===== config.mk =====
export PLATFORM = sky130hd
export DESIGN_NAME = mrs_frontend
export DESIGN_NICKNAME = d
export VERILOG_FILES = /design/src/mrs_pkg.sv /design/src/mrs_crc16.sv /design/src/mrs_fifo.sv /design/src/mrs_frontend.sv
export VERILOG_INCLUDE_DIRS = /design/src
export SDC_FILE = /design/constraint.sdc
export NUM_CORES = 2
export LEC_CHECK = 0
export ABC_CLOCK_PERIOD_IN_PS = 24800
export BUFFER_PORTS_ARGS = -buffer_cell sky130_fd_sc_hd__buf_2
export CORE_UTILIZATION = 45
export CTS_CLUSTER_SIZE = 14
export DETAILED_ROUTE_END_ITERATION = 7
export PLACE_DENSITY = 0.69
export SLEW_MARGIN = 10
export SYNTH_ARGS = -nofsm -noshare
export SYNTH_HDL_FRONTEND = slang
export SYNTH_SLANG_ARGS = --single-unit

===== constraint.sdc =====
create_clock -name CLOCK -period 24.8 [get_ports CLOCK]
set_clock_uncertainty 0.2 [all_clocks]
set_input_delay 1.24 -clock CLOCK [delete_from_list [all_inputs] [get_ports CLOCK]]
set_output_delay 1.24 -clock CLOCK [all_outputs]
set_load 0.005 [all_outputs]

===== src/mrs_defines.svh =====
// constants for the serial register-access slave front end
`ifndef MRS_DEFINES_SVH
`define MRS_DEFINES_SVH
`define MRS_ID_RESET 8'h01
`define MRS_ID_BCAST 8'h00
`define MRS_ID_MAX 8'hF7
`define MRS_FC_READ 8'h03
`define MRS_FC_WR1 8'h06
`define MRS_FC_WRN 8'h10
`define MRS_EXC_BIT 8'h80
`define MRS_EXC_FUNC 8'h01
`define MRS_EXC_ADDR 8'h02
`define MRS_EXC_VAL 8'h03
`define MRS_RD_MAX 16'h007D
`define MRS_WR_MAX 16'h007B
`define MRS_GAP_LAST 2'h2
`define MRS_CRC_INIT 16'hFFFF
`define MRS_CRC_POLY 16'hA001
`define MRS_POS_ID 8'h00
`define MRS_POS_FC 8'h01
`define MRS_POS_HDR 8'h02
`define MRS_POS_RDATA 8'h03
`define MRS_POS_WR1 8'h04
`define MRS_POS_BCNT 8'h06
`define MRS_POS_WDATA 8'h07
`define MRS_LEN_MIN 9'h004
`define MRS_LEN_SHORT 9'h008
`define MRS_LEN_WRN 9'h009
`define MRS_LEN_ECHO 9'h006
`define MRS_LEN_HDR3 9'h003
`define MRS_MEM_DEPTH 256
`define MRS_CLK_NS 100
`define MRS_T_CMD_NS 2500000
`define MRS_T_CFG_NS 8000000
`endif


===== src/mrs_pkg.sv =====
// types shared by the front end
package mrs_pkg;
  typedef enum logic [8:0] {
    ST_RECV = 9'h001,
    ST_CHECK = 9'h002,
    ST_REQ = 9'h004,
    ST_WAIT = 9'h008,
    ST_STORE = 9'h010,
    ST_EXC = 9'h020,
    ST_HDR = 9'h040,
    ST_SEND = 9'h080,
    ST_CRC = 9'h100
  } mrs_state_t;
endpackage : mrs_pkg


===== src/mrs_crc16.sv =====
// byte-wide check-value accumulator
`timescale 1ns/1ps
`include "mrs_defines.svh"
module mrs_crc16 (
  input wire logic clk,
  input wire logic rst,
  input wire logic clear,
  input wire logic upd,
  input wire logic [7:0] data,
  output logic [15:0] crc
);
  function automatic logic [15:0] mrs_step(input logic [15:0] c,
                                           input logic [7:0] d);
    logic [15:0] r;
    r = c ^ {8'h00, d};
    for (int b = 0; b < 8; b++)
    begin
      r = r[0] ? ((r >> 1) ^ `MRS_CRC_POLY) : (r >> 1);
    end
    return r;
  endfunction : mrs_step

  // clear and upd together start a new message with this byte
  always_ff @(posedge clk)
  begin
    if (rst)
      crc <= `MRS_CRC_INIT;
    else if (upd)
      crc <= mrs_step(clear ? `MRS_CRC_INIT : crc, data);
    else if (clear)
      crc <= `MRS_CRC_INIT;
  end
endmodule : mrs_crc16


===== src/mrs_fifo.sv =====
// reply byte buffer with registered output stage
`timescale 1ns/1ps
module mrs_fifo #(
  parameter int W = 8,
  parameter int D = 16
) (
  input wire logic clk,
  input wire logic rst,
  input wire logic in_valid,
  output logic in_ready,
  input wire logic [W-1:0] in_data,
  output logic out_valid,
  input wire logic out_ready,
  output logic [W-1:0] out_data
);
  localparam int AW = $clog2(D);
  logic [W-1:0] mem [0:D-1];
  logic [AW-1:0] wp_reg, rp_reg;
  logic [AW:0] cnt_reg;
  logic push, pop;

  assign in_ready = (cnt_reg != (AW+1)'(D));
  assign push = in_valid && in_ready;
  assign pop = (cnt_reg != '0) && (!out_valid || out_ready);

  always_ff @(posedge clk)
  begin
    if (push)
      mem[wp_reg] <= in_data;
  end

  always_ff @(posedge clk)
  begin
    if (rst)
    begin
      wp_reg <= '0;
      rp_reg <= '0;
      cnt_reg <= '0;
    end
    else
    begin
      if (push)
        wp_reg <= wp_reg + 1'b1;
      if (pop)
        rp_reg <= rp_reg + 1'b1;
      if (push && !pop)
        cnt_reg <= cnt_reg + 1'b1;
      else if (pop && !push)
        cnt_reg <= cnt_reg - 1'b1;
    end
  end

  always_ff @(posedge clk)
  begin
    if (rst)
    begin
      out_valid <= 1'b0;
      out_data <= '0;
    end
    else if (pop)
    begin
      out_valid <= 1'b1;
      out_data <= mem[rp_reg];
    end
    else if (out_ready)
      out_valid <= 1'b0;
  end
endmodule : mrs_fifo


===== src/mrs_frontend.sv =====
// serial register-access slave: framing, checks, execution, replies
// Operation
// reply starts within 2.5 ms, config 8 ms
// own identifier resets to 1, user-writable
// function zero and 128-255 never valid requests
// normal reply echoes code, exception sets bit7
// frame is id, function, data, check value
// three idle characters end/flush the frame
// identifier zero executes, never replies
// multi-byte fields sent high byte first
// check value preset ones, shift right, A001
// check value low byte first, then high
// parity or check errors dropped silently
// master times out unanswered requests itself
// exception frame: id, marked code, code, check
// codes 01 function, 02 address, 03 value
// serve only functions 3, 6, 16
// frame addresses are zero-based, passed unchanged
// read: address, count in; byte count, words out
// device only answers requests to it
// single write then exact echo reply
// multi write 1-123 registers, short reply
// zero count or bad byte count: value error
`timescale 1ns/1ps
`include "mrs_defines.svh"
module mrs_frontend #(
  parameter int CMD_LIMIT_CYCLES = `MRS_T_CMD_NS / `MRS_CLK_NS,
  parameter int CFG_LIMIT_CYCLES = `MRS_T_CFG_NS / `MRS_CLK_NS
) (
  input wire logic CLOCK,
  input wire logic SYS_RST,
  input wire logic [7:0] RX_DATA,
  input wire logic RX_VALID,
  input wire logic RX_ERR,
  input wire logic CHAR_TICK,
  input wire logic [7:0] ID_WDATA,
  input wire logic ID_WR,
  output logic [7:0] SLAVE_ID,
  output logic [15:0] REG_ADDR,
  output logic [15:0] REG_WDATA,
  output logic REG_RD,
  output logic REG_WR,
  input wire logic [15:0] REG_RDATA,
  input wire logic REG_ACK,
  input wire logic REG_ERR,
  input wire logic REG_CFG,
  output logic [7:0] TX_DATA,
  output logic TX_VALID,
  input wire logic TX_READY,
  output logic RESP_LATE
);
  logic [7:0] frame_mem [0:`MRS_MEM_DEPTH-1];
  mrs_pkg::mrs_state_t state_reg;
  logic [8:0] rx_len_reg, tx_len_reg, tx_idx_reg;
  logic rx_bad_reg, bcast_reg, crc_hi_reg, cfg_reg, timing_reg;
  logic [1:0] gap_reg;
  logic [7:0] fc_reg, hdr_reg, count_reg, idx_reg, rdata_lo_reg;
  logic [15:0] start_reg, rx_crc, tx_crc;
  logic [16:0] timer_reg;
  logic rx_take, frame_end, frame_ok, last_reg;
  logic [7:0] chk_code, rpos, wpos, fc_in, bcnt_in;
  logic [15:0] addr_in, cnt_in;
  logic mem_we;
  logic [7:0] mem_wa, mem_wd;
  logic fifo_in_valid, fifo_in_ready;
  logic [7:0] fifo_in_data;

  // bytes arriving while a request is being served are dropped
  assign rx_take = RX_VALID && (state_reg == mrs_pkg::ST_RECV);
  assign frame_end = (state_reg == mrs_pkg::ST_RECV) && CHAR_TICK
    && !RX_VALID && (gap_reg == `MRS_GAP_LAST) && (rx_len_reg != '0);
  assign fc_in = frame_mem[`MRS_POS_FC];
  assign addr_in = {frame_mem[`MRS_POS_HDR], frame_mem[`MRS_POS_RDATA]};
  assign cnt_in = {frame_mem[`MRS_POS_WR1], frame_mem[`MRS_POS_WR1 + 8'h01]};
  assign bcnt_in = frame_mem[`MRS_POS_BCNT];
  // a good frame's check value run over itself leaves zero
  assign frame_ok = !rx_bad_reg && (rx_len_reg >= `MRS_LEN_MIN)
    && (rx_crc == 16'h0000)
    && ((frame_mem[`MRS_POS_ID] == SLAVE_ID)
    || (frame_mem[`MRS_POS_ID] == `MRS_ID_BCAST)); // see R11
  assign last_reg = (idx_reg + 8'h01) == count_reg;
  assign rpos = `MRS_POS_RDATA + {idx_reg[6:0], 1'b0};
  assign wpos = `MRS_POS_WDATA + {idx_reg[6:0], 1'b0};

  // request validation, only meaningful in ST_CHECK
  always_comb
  begin
    chk_code = 8'h00;
    if (fc_in == `MRS_FC_READ)
    begin
      if (rx_len_reg != `MRS_LEN_SHORT || cnt_in == 16'h0000
          || cnt_in > `MRS_RD_MAX)
        chk_code = `MRS_EXC_VAL; // see R17
    end
    else if (fc_in == `MRS_FC_WR1)
    begin
      if (rx_len_reg != `MRS_LEN_SHORT)
        chk_code = `MRS_EXC_VAL;
    end
    else if (fc_in == `MRS_FC_WRN)
    begin
      if (cnt_in == 16'h0000 || cnt_in > `MRS_WR_MAX
          || {cnt_in[14:0], 1'b0} != {8'h00, bcnt_in}
          || rx_len_reg != `MRS_LEN_WRN + {1'b0, bcnt_in})
        chk_code = `MRS_EXC_VAL; // see R20
    end
    else
      chk_code = `MRS_EXC_FUNC; // see R3 see R14
  end

  always_comb
  begin
    mem_we = 1'b0;
    mem_wa = rx_len_reg[7:0];
    mem_wd = RX_DATA;
    if (rx_take && !rx_len_reg[8])
      mem_we = 1'b1;
    else if (state_reg == mrs_pkg::ST_WAIT && REG_ACK && !REG_ERR
             && fc_reg == `MRS_FC_READ)
    begin
      mem_we = 1'b1;
      mem_wa = rpos;
      mem_wd = REG_RDATA[15:8]; // see R8
    end
    else if (state_reg == mrs_pkg::ST_STORE)
    begin
      mem_we = 1'b1;
      mem_wa = rpos + 8'h01;
      mem_wd = rdata_lo_reg;
    end
    else if (state_reg == mrs_pkg::ST_EXC)
    begin
      mem_we = 1'b1;
      mem_wa = `MRS_POS_FC;
      mem_wd = fc_reg | `MRS_EXC_BIT; // see R4
    end
    else if (state_reg == mrs_pkg::ST_HDR)
    begin
      mem_we = 1'b1;
      mem_wa = `MRS_POS_HDR;
      mem_wd = hdr_reg;
    end
  end

  // one buffer holds the request and is rewritten into the reply
  always_ff @(posedge CLOCK)
  begin
    if (mem_we)
      frame_mem[mem_wa] <= mem_wd;
  end

  always_ff @(posedge CLOCK)
  begin
    if (SYS_RST)
      SLAVE_ID <= `MRS_ID_RESET;
    else if (ID_WR && ID_WDATA != `MRS_ID_BCAST && ID_WDATA <= `MRS_ID_MAX)
      SLAVE_ID <= ID_WDATA; // see R2
  end

  always_ff @(posedge CLOCK)
  begin
    if (SYS_RST)
    begin
      rx_len_reg <= '0;
      rx_bad_reg <= 1'b0;
      gap_reg <= '0;
    end
    else if (state_reg == mrs_pkg::ST_CHECK)
    begin
      rx_len_reg <= '0;
      rx_bad_reg <= 1'b0;
    end
    else if (rx_take)
    begin
      gap_reg <= '0;
      if (rx_len_reg[8] || RX_ERR)
        rx_bad_reg <= 1'b1;
      if (!rx_len_reg[8])
        rx_len_reg <= rx_len_reg + 9'h001;
    end
    else if (CHAR_TICK && gap_reg != `MRS_GAP_LAST)
      gap_reg <= gap_reg + 2'h1;
  end

  always_ff @(posedge CLOCK)
  begin
    if (SYS_RST)
    begin
      state_reg <= mrs_pkg::ST_RECV;
      fc_reg <= '0;
      hdr_reg <= '0;
      count_reg <= '0;
      idx_reg <= '0;
      start_reg <= '0;
      rdata_lo_reg <= '0;
      bcast_reg <= 1'b0;
      cfg_reg <= 1'b0;
      crc_hi_reg <= 1'b0;
      tx_len_reg <= '0;
      tx_idx_reg <= '0;
    end
    else
    begin
      case (state_reg)
        mrs_pkg::ST_RECV:
          if (frame_end)
            state_reg <= mrs_pkg::ST_CHECK;
        mrs_pkg::ST_CHECK:
        begin
          fc_reg <= fc_in;
          bcast_reg <= frame_mem[`MRS_POS_ID] == `MRS_ID_BCAST;
          start_reg <= addr_in;
          count_reg <= (fc_in == `MRS_FC_WR1) ? 8'h01 : cnt_in[7:0];
          idx_reg <= '0;
          cfg_reg <= 1'b0;
          hdr_reg <= chk_code;
          if (!frame_ok)
            state_reg <= mrs_pkg::ST_RECV;
          else if (chk_code != 8'h00)
            state_reg <= mrs_pkg::ST_EXC;
          else
            state_reg <= mrs_pkg::ST_REQ;
        end
        mrs_pkg::ST_REQ:
          state_reg <= mrs_pkg::ST_WAIT;
        mrs_pkg::ST_WAIT:
          if (REG_ACK)
          begin
            cfg_reg <= cfg_reg | REG_CFG;
            rdata_lo_reg <= REG_RDATA[7:0];
            if (REG_ERR)
            begin
              hdr_reg <= `MRS_EXC_ADDR;
              state_reg <= mrs_pkg::ST_EXC;
            end
            else if (fc_reg == `MRS_FC_READ)
              state_reg <= mrs_pkg::ST_STORE;
            else if (!last_reg)
            begin
              idx_reg <= idx_reg + 8'h01;
              state_reg <= mrs_pkg::ST_REQ;
            end
            else
            begin
              tx_len_reg <= `MRS_LEN_ECHO; // see R19
              tx_idx_reg <= '0;
              state_reg <= bcast_reg ? mrs_pkg::ST_RECV : mrs_pkg::ST_SEND;
            end
          end
        mrs_pkg::ST_STORE:
          if (!last_reg)
          begin
            idx_reg <= idx_reg + 8'h01;
            state_reg <= mrs_pkg::ST_REQ;
          end
          else
          begin
            hdr_reg <= {count_reg[6:0], 1'b0};
            tx_len_reg <= `MRS_LEN_HDR3 + {count_reg, 1'b0};
            state_reg <= mrs_pkg::ST_HDR;
          end
        mrs_pkg::ST_EXC:
        begin
          tx_len_reg <= `MRS_LEN_HDR3;
          state_reg <= mrs_pkg::ST_HDR;
        end
        mrs_pkg::ST_HDR:
        begin
          tx_idx_reg <= '0;
          state_reg <= bcast_reg ? mrs_pkg::ST_RECV : mrs_pkg::ST_SEND;
        end
        mrs_pkg::ST_SEND:
          if (fifo_in_ready)
          begin
            tx_idx_reg <= tx_idx_reg + 9'h001;
            crc_hi_reg <= 1'b0;
            if (tx_idx_reg + 9'h001 == tx_len_reg)
              state_reg <= mrs_pkg::ST_CRC;
          end
        mrs_pkg::ST_CRC:
          if (fifo_in_ready)
          begin
            crc_hi_reg <= 1'b1;
            if (crc_hi_reg)
              state_reg <= mrs_pkg::ST_RECV;
          end
        default:
          state_reg <= mrs_pkg::ST_RECV;
      endcase
    end
  end

  // strobes go out one cycle after ST_REQ, the first ST_WAIT cycle
  always_ff @(posedge CLOCK)
  begin
    if (SYS_RST)
    begin
      REG_RD <= 1'b0;
      REG_WR <= 1'b0;
      REG_ADDR <= '0;
      REG_WDATA <= '0;
    end
    else
    begin
      REG_RD <= state_reg == mrs_pkg::ST_REQ && fc_reg == `MRS_FC_READ;
      REG_WR <= state_reg == mrs_pkg::ST_REQ && fc_reg != `MRS_FC_READ;
      if (state_reg == mrs_pkg::ST_REQ)
      begin
        REG_ADDR <= start_reg + {8'h00, idx_reg};
        if (fc_reg == `MRS_FC_WR1)
          REG_WDATA <= cnt_in;
        else
          REG_WDATA <= {frame_mem[wpos], frame_mem[wpos + 8'h01]};
      end
    end
  end

  // reply start deadline; a late start is flagged until the next frame
  always_ff @(posedge CLOCK)
  begin
    if (SYS_RST)
    begin
      timer_reg <= '0;
      timing_reg <= 1'b0;
      RESP_LATE <= 1'b0;
    end
    else if (frame_end)
    begin
      timer_reg <= '0;
      timing_reg <= 1'b1;
      RESP_LATE <= 1'b0;
    end
    else if (TX_VALID || state_reg == mrs_pkg::ST_RECV)
      timing_reg <= 1'b0;
    else if (timing_reg)
    begin
      timer_reg <= timer_reg + 17'h00001;
      // class is only known at an acknowledge, so the short limit is
      // judged once the accesses are done; a hung access waits for the long
      if (timer_reg == 17'(CFG_LIMIT_CYCLES - 1)
          || (!cfg_reg && timer_reg >= 17'(CMD_LIMIT_CYCLES - 1)
          && state_reg != mrs_pkg::ST_REQ && state_reg != mrs_pkg::ST_WAIT
          && state_reg != mrs_pkg::ST_STORE))
        RESP_LATE <= 1'b1;
    end
  end

  assign fifo_in_valid = (state_reg == mrs_pkg::ST_SEND)
    || (state_reg == mrs_pkg::ST_CRC);
  assign fifo_in_data = (state_reg == mrs_pkg::ST_SEND)
    ? frame_mem[tx_idx_reg[7:0]]
    : (crc_hi_reg ? tx_crc[15:8] : tx_crc[7:0]);

  mrs_crc16 u_rx_crc (
    .clk(CLOCK),
    .rst(SYS_RST),
    .clear(rx_len_reg == '0),
    .upd(rx_take),
    .data(RX_DATA),
    .crc(rx_crc)
  );

  mrs_crc16 u_tx_crc (
    .clk(CLOCK),
    .rst(SYS_RST),
    .clear(tx_idx_reg == '0),
    .upd(state_reg == mrs_pkg::ST_SEND && fifo_in_ready),
    .data(fifo_in_data),
    .crc(tx_crc)
  );

  mrs_fifo #(.W(8), .D(16)) u_tx_fifo (
    .clk(CLOCK),
    .rst(SYS_RST),
    .in_valid(fifo_in_valid),
    .in_ready(fifo_in_ready),
    .in_data(fifo_in_data),
    .out_valid(TX_VALID),
    .out_ready(TX_READY),
    .out_data(TX_DATA)
  );
endmodule : mrs_frontend


Word-level counts from Yosys, hierarchy flattened
Memories as Yosys holds them, arrays and structs flattened. A register that Yosys moved wholly into a read port is not among the register bits.
Index checks and enable logic that the tools add are counted.
Word-level totals
  register bits: 189
  memory bits (writable): 2176
  input bits: 42
  output and inout port bits: 52
  word-level logic and storage cells: 291
  memories kept: 2
Memory list
  frame_mem: depth 256, width 8, read ports 10, clocked after Yosys merged registers in 3, wr ports 1, RTL line mrs_frontend.sv:52  | logic [7:0] frame_mem [0:`MRS_MEM_DEPTH-1];
  u_tx_fifo.mem: depth 16, width 8, read ports 1, clocked after Yosys merged registers in 1, wr ports 1, RTL line mrs_fifo.sv:17  | logic [W-1:0] mem [0:D-1];
Operators by class
  add/sub/neg operators: 16
  order comparisons: 5
  eq/ne operators: 39
  mux-type cells: 100
  bitwise operators: 22
  reductions and logical operators: 78
Operators by type and width (count)
  16-bit 2-to-1 mux: 21
  8-bit 2-to-1 mux: 29
  9-bit 2-to-1 mux: 17
  9-bit case mux with 9 select lines: 1
  9-bit case mux with 3 select lines: 2
  2-bit inverter with 3-bit output: 16
  8-bit case mux with 3 select lines: 2
  16-bit by 7-bit > comparator with 1-bit output (second input constant): 2
  16-bit zero test: 2
  16-bit by 8-bit XOR with 16-bit output: 2
  1-bit logical AND: 26
  8-bit by 1-bit adder with 8-bit output (second input constant): 3
  2-bit inequality test (second input constant): 12
  9-bit by 1-bit adder with 9-bit output (second input constant): 2
  9-bit zero test: 2
  9-bit by 4-bit inequality test with 1-bit output (second input constant): 2
  6-bit AND reduction: 3
  17-bit by 1-bit adder with 17-bit output (second input constant): 1
  17-bit equality test (second input constant): 1
  17-bit by 15-bit greater-or-equal comparator with 1-bit output (second input constant): 1
  16-bit by 8-bit adder with 16-bit output: 1
  8-bit by 2-bit equality test with 1-bit output (second input constant): 2
  8-bit by 3-bit equality test with 1-bit output (second input constant): 2
  8-bit equality test: 2
  other kinds (48): 106

Longest topological paths before layout
  depth after elaboration: 20
  depth in mapped cells: 19
  mapped depth without buffers: 15

Modules after synthesis
From an unflattened synthesis, not the netlist that was laid out.
Unflattened totals
  cells, all modules: 6574
  area total of the unflattened synthesis: 113052.2 um^2
Modules (own cells, without submodules)
  mrs_frontend: instances 1, cells an instance 5999, area an instance 105142.1 um^2, seq. area each 64842.2 um^2
  mrs_fifo: instances 1, cells an instance 357, area an instance 5988.2 um^2, seq. area each 4284.1 um^2
  mrs_crc16: instances 2, cells an instance 109, area an instance 960.9 um^2, seq. area each 320.3 um^2

Worst setup path after synthesis
No wires, ideal clock.
  path type: reg-to-reg
  from: register state_reg[4]
  to: memory frame_mem[0][6] (data pin)
  setup time: 2.246 ns
  arrival time: 12.789 ns
  data required time: 22.354 ns
  setup slack: 9.565 ns
  cell stages (with the launch flop): 11
  period minus slack after synthesis: 15.235 ns
  cell sequence: dfxtp_1 -> nor2_4 -> nand2_1 -> or4_1 -> nor3b_2 -> nand2_1 -> or3_1 -> clkbuf_1 -> nand3b_1 -> o21ai_0 -> a211oi_1
On the way
  cells in the longest elaborated chain, start to end: 6
  elaborated cells on any way between the ends: 15
Ends and longest elaborated chain
  start: declaration: RTL line mrs_frontend.sv:53  | mrs_pkg::mrs_state_t state_reg;
  start signal: assignment: RTL line mrs_frontend.sv:189  | state_reg <= mrs_pkg::ST_RECV;
  start signal: assignment: RTL line mrs_frontend.sv:207  | state_reg <= mrs_pkg::ST_CHECK;
  start signal: assignment: RTL line mrs_frontend.sv:218  | state_reg <= mrs_pkg::ST_RECV;
  9-bit by 7-bit equality test with 1-bit output or 9-bit by 4-bit equality test with 1-bit output (tied branches): RTL line mrs_frontend.sv:137, mrs_frontend.sv:118
  8-bit 2-to-1 mux or 1-bit logical AND (tied branches): RTL line mrs_frontend.sv:137, mrs_frontend.sv:118
  8-bit 2-to-1 mux or 1-bit logical AND (tied branches): RTL line mrs_frontend.sv:131, mrs_frontend.sv:118
  8-bit 2-to-1 mux or 1-bit logical AND (tied branches)
  8-bit 2-to-1 mux: RTL line mrs_frontend.sv:118  | else if (state_reg == mrs_pkg::ST_WAIT && REG_ACK && !REG_ERR
  8-bit 2-to-1 mux *: RTL line mrs_frontend.sv:116  | if (rx_take && !rx_len_reg[8])
  via mem_wd[6]: RTL line mrs_frontend.sv:64  | logic [7:0] mem_wa, mem_wd;
  end: declaration: RTL line mrs_frontend.sv:52
The timed path passes the listed nets; every way through them passes the cells marked *.

==> reports/qor.txt <==
Outcome: finished, final reports clean
Cell Area, Synth: 112000 um2
Unrepaired setup endpoints after global routing: no
Mapped Cells: 6311
Period Utilization, post-route: 30.7%
Final Max Slew Viols: 0
Number of flops mapped to enable cells by yosys: 2176
Fin util: 50.1%
CP Launch Type: flip-flop
P per Cell Area: 67.8 nW/um2
Vias post-DR: 70000
Core Area: 248000 um2
CP max-delay cell: nor4_1
Vias in the first global route: 66600
Hold depth: 2
Setup slack, reg-to-reg: 17.19 ns
Cell Chain, Critical Path: buf_4 -> buf_4 -> buf_12 -> mux4_2 -> a22oi_1 -> a21oi_1 -> nor4_1 -> o22ai_1 -> o21ai_2 -> o21ai_2 -> xnor2_1 -> xor3_1 -> xnor3_2 -> nor2_1 -> a211oi_2
Setup_tns: 0 ns
Worst-case vdd ir drop: 0.0000671 V
Hold endpoint: REG_ADDR[7]
Cell family with most CP delay: buffers and inverters
Max_cap viols: 0
Synth Flop Type: edfxtp_1
Slew HR: 0.457%
DRT iter0 DRCs: 13200
Post-DP Area: 116000 um2
Post-placement setup slack: 17.39 ns
Logic depth of the worst path, buffers included: 15
Yosys warnings: 0
WP data required: 25.39 ns
Initial antenna violation count: 30
Clock slew at reported path FFs: 0.07 ns
Finish-stage setup viols: 0
Reg2Reg Depth: 15
Hold Vio Cnt, Final: 0
Vias per cell: 7.06
Root Buffer: clkbuf_16
Post-CTS resize count: 0
Worst-Margin Slew: 1.49 ns
Cell taking the most area after synthesis: edfxtp_1
RD Place Congestion: 1.02
Clk sinks: 2397
Synth cell types: 95
Hold-fix buffers at CTS: 0
CTS tree: yes
DR pass1 iterations: 7
Yosys reg bits: 2397
Final worst setup slack: 17.19 ns
CP Max Fanout: 99
Gr ovfl total: 0
Total die area: 252000 um2
Count leader, synth: edfxtp_1
Fillers: 19800
CTS Buf Count: 237
Largest stage delay on the critical path: 1.14 ns
Total power: 8.44 mW
DRC: 0
H-Tree Level Count: 4
Gr usage total: 30.3%
Syn-to-layout area delta: 10.7%
First-pass GRT wire length: 532000 um
Buf/Inv on CP: 3
Initial core utilization: 45.3%
Post-CTS Setup Inserts: 0
Area share of the largest cell type after synthesis: 58.1%
Synth top cells by count: 2176 x edfxtp_1, 1117 x mux4_2, 482 x nor2_1
Worst-Skew Late Latency: 0.93 ns
Hold path startpoint: REG_ADDR[7]
Rows: 183
Fin area: 124000 um2
Clk buf depth: 3
Layout Nets: 6432
Leakage power: 36.8 nW
I/O pins: 94
Max FFs per register: 2048
Largest net degree at the start of global routing: 251
Crit end category: flip-flop
Die height: 502 um
Top cells by area, synth: edfxtp_1 58%, mux4_2 22%, dfxtp_1 3.9%, nor2_1 1.6%, a22oi_1 1.6%
Register area share after synthesis: 62.1%
Worst r2r dst: u_tx_crc.crc[0]
Syn Area/Cell: 17.8 um2
Syn_nets: 6383
Period minus WS final: 7.61 ns
Worst min-delay path category: flip-flop to flip-flop
Routed wire length per instance: 38.8 um
Fraction of layout cells with a size suffix above 1: 28.6%
Critical path class: flip-flop to flip-flop
FMAX: 131 MHz
Hpwl dp: 254000 um
Asr flop ratio synth: 0%
Die X: 502 um
Critical Path AT: 8.20 ns
Input/output buffers: 93
Routed wire length: 384000 um
Antenna Violating Nets Remaining: 0
==> cells in the final DEF, fill, tap and decap left out, drive strengths merged, types with 13 or more instances in the layout <==
master,Yosys,routed
or2,15,15
xor2,59,59
a22oi,238,238
clkinv,1,105
and3,15,15
a21oi,255,255
diode,0,13
nand3,87,87
inv,30,37
nand4,26,26
o211ai,25,25
mux4,1156,1156
clkinvlp,0,25
nor3,52,52
ha,28,28
clkbuf,285,285
nor2b,42,42
bufinv,0,30
o21ai,44,44
nor4,48,48
nand2,287,287
buf,186,281
and2,15,15
dfxtp,221,221
nand2b,29,29
edfxtp,2176,2176
xnor2,104,104
o22ai,28,28
mux2i,156,156
a211oi,41,41
nor2,484,484
==> how the worst max path moves through the flow <==
stage               slack, ns               end
finish                  17.19   u_tx_crc.crc[0]
global route            17.00   u_tx_crc.crc[0]
CTS                     17.39  u_tx_crc.crc[15]
detailed placement      17.39  u_tx_crc.crc[15]
global placement        17.41   u_tx_crc.crc[0]
floorplan                9.57   frame_mem[0][6]
==> per-stage QoR <==
| step | instances | hold slack (ns) |
|---|---|---|
| after detailed placement | 9450 | 0.244 |
| after global routing | 9903 | 0.270 |
| after CTS | 9901 | 0.254 |
| after global placement | 9448 | 0.240 |
| final | 9915 | 0.250 |
| after floorplan | 6311 | 0.226 |
==> where the power goes <==
part           total [mW]  switching (mW)  internal, mW
logic               0.257           0.166        0.0913
registers            4.43          0.0194          4.41
clock network        3.75            1.63          2.12
==> metal layers <==
layer	share of wire, %	track usage (%)	up-vias	wire (um)
met4	7.3	18.4	30	28000
met5	0.051	0	-	197
li1	-	-	26400	-
met3	16	11.3	1165	60300
met2	43	43.1	6500	165000
met1	34	39.6	35900	131000
==> layout make-up <==
type / instances / area (um2) / share of cell area, %
tap: 3330 / 4170 / 3.35
multi-input combinational: 3412 / 40200 / 32.3
clock inverter: 166 / 1820 / 1.46
inverter: 31 / 116 / 0.0935
timing repair buffer: 281 / 2070 / 1.67
clock buffer: 285 / 6250 / 5.02
antenna: 13 / 32.5 / 0.0261
sequential: 2397 / 69800 / 56.1
==> kinds of logic after synthesis <==
| group | count (synthesis) | share of synthesized area (%) |
|---|---|---|
| compound gates | 731 | 4.30 |
| xor+xnor | 165 | 1.33 |
| fa+ha+maj | 30 | 0.347 |
| buf+inv | 502 | 2.44 |
| flops | 2397 | 62.1 |
| mux | 1323 | 24.8 |
| simple gates | 1163 | 4.73 |
==> worst reg2reg max path, delay by kind of cell (launching register included) <==
family	cells	cell delay (ns)
compound gates	6	1.41
flops	1	0.57
simple gates	2	1.29
xor+xnor	3	1.12
buf+inv	3	2.11
mux	1	0.78
Note: power is estimated with default switching activity, not from simulation.
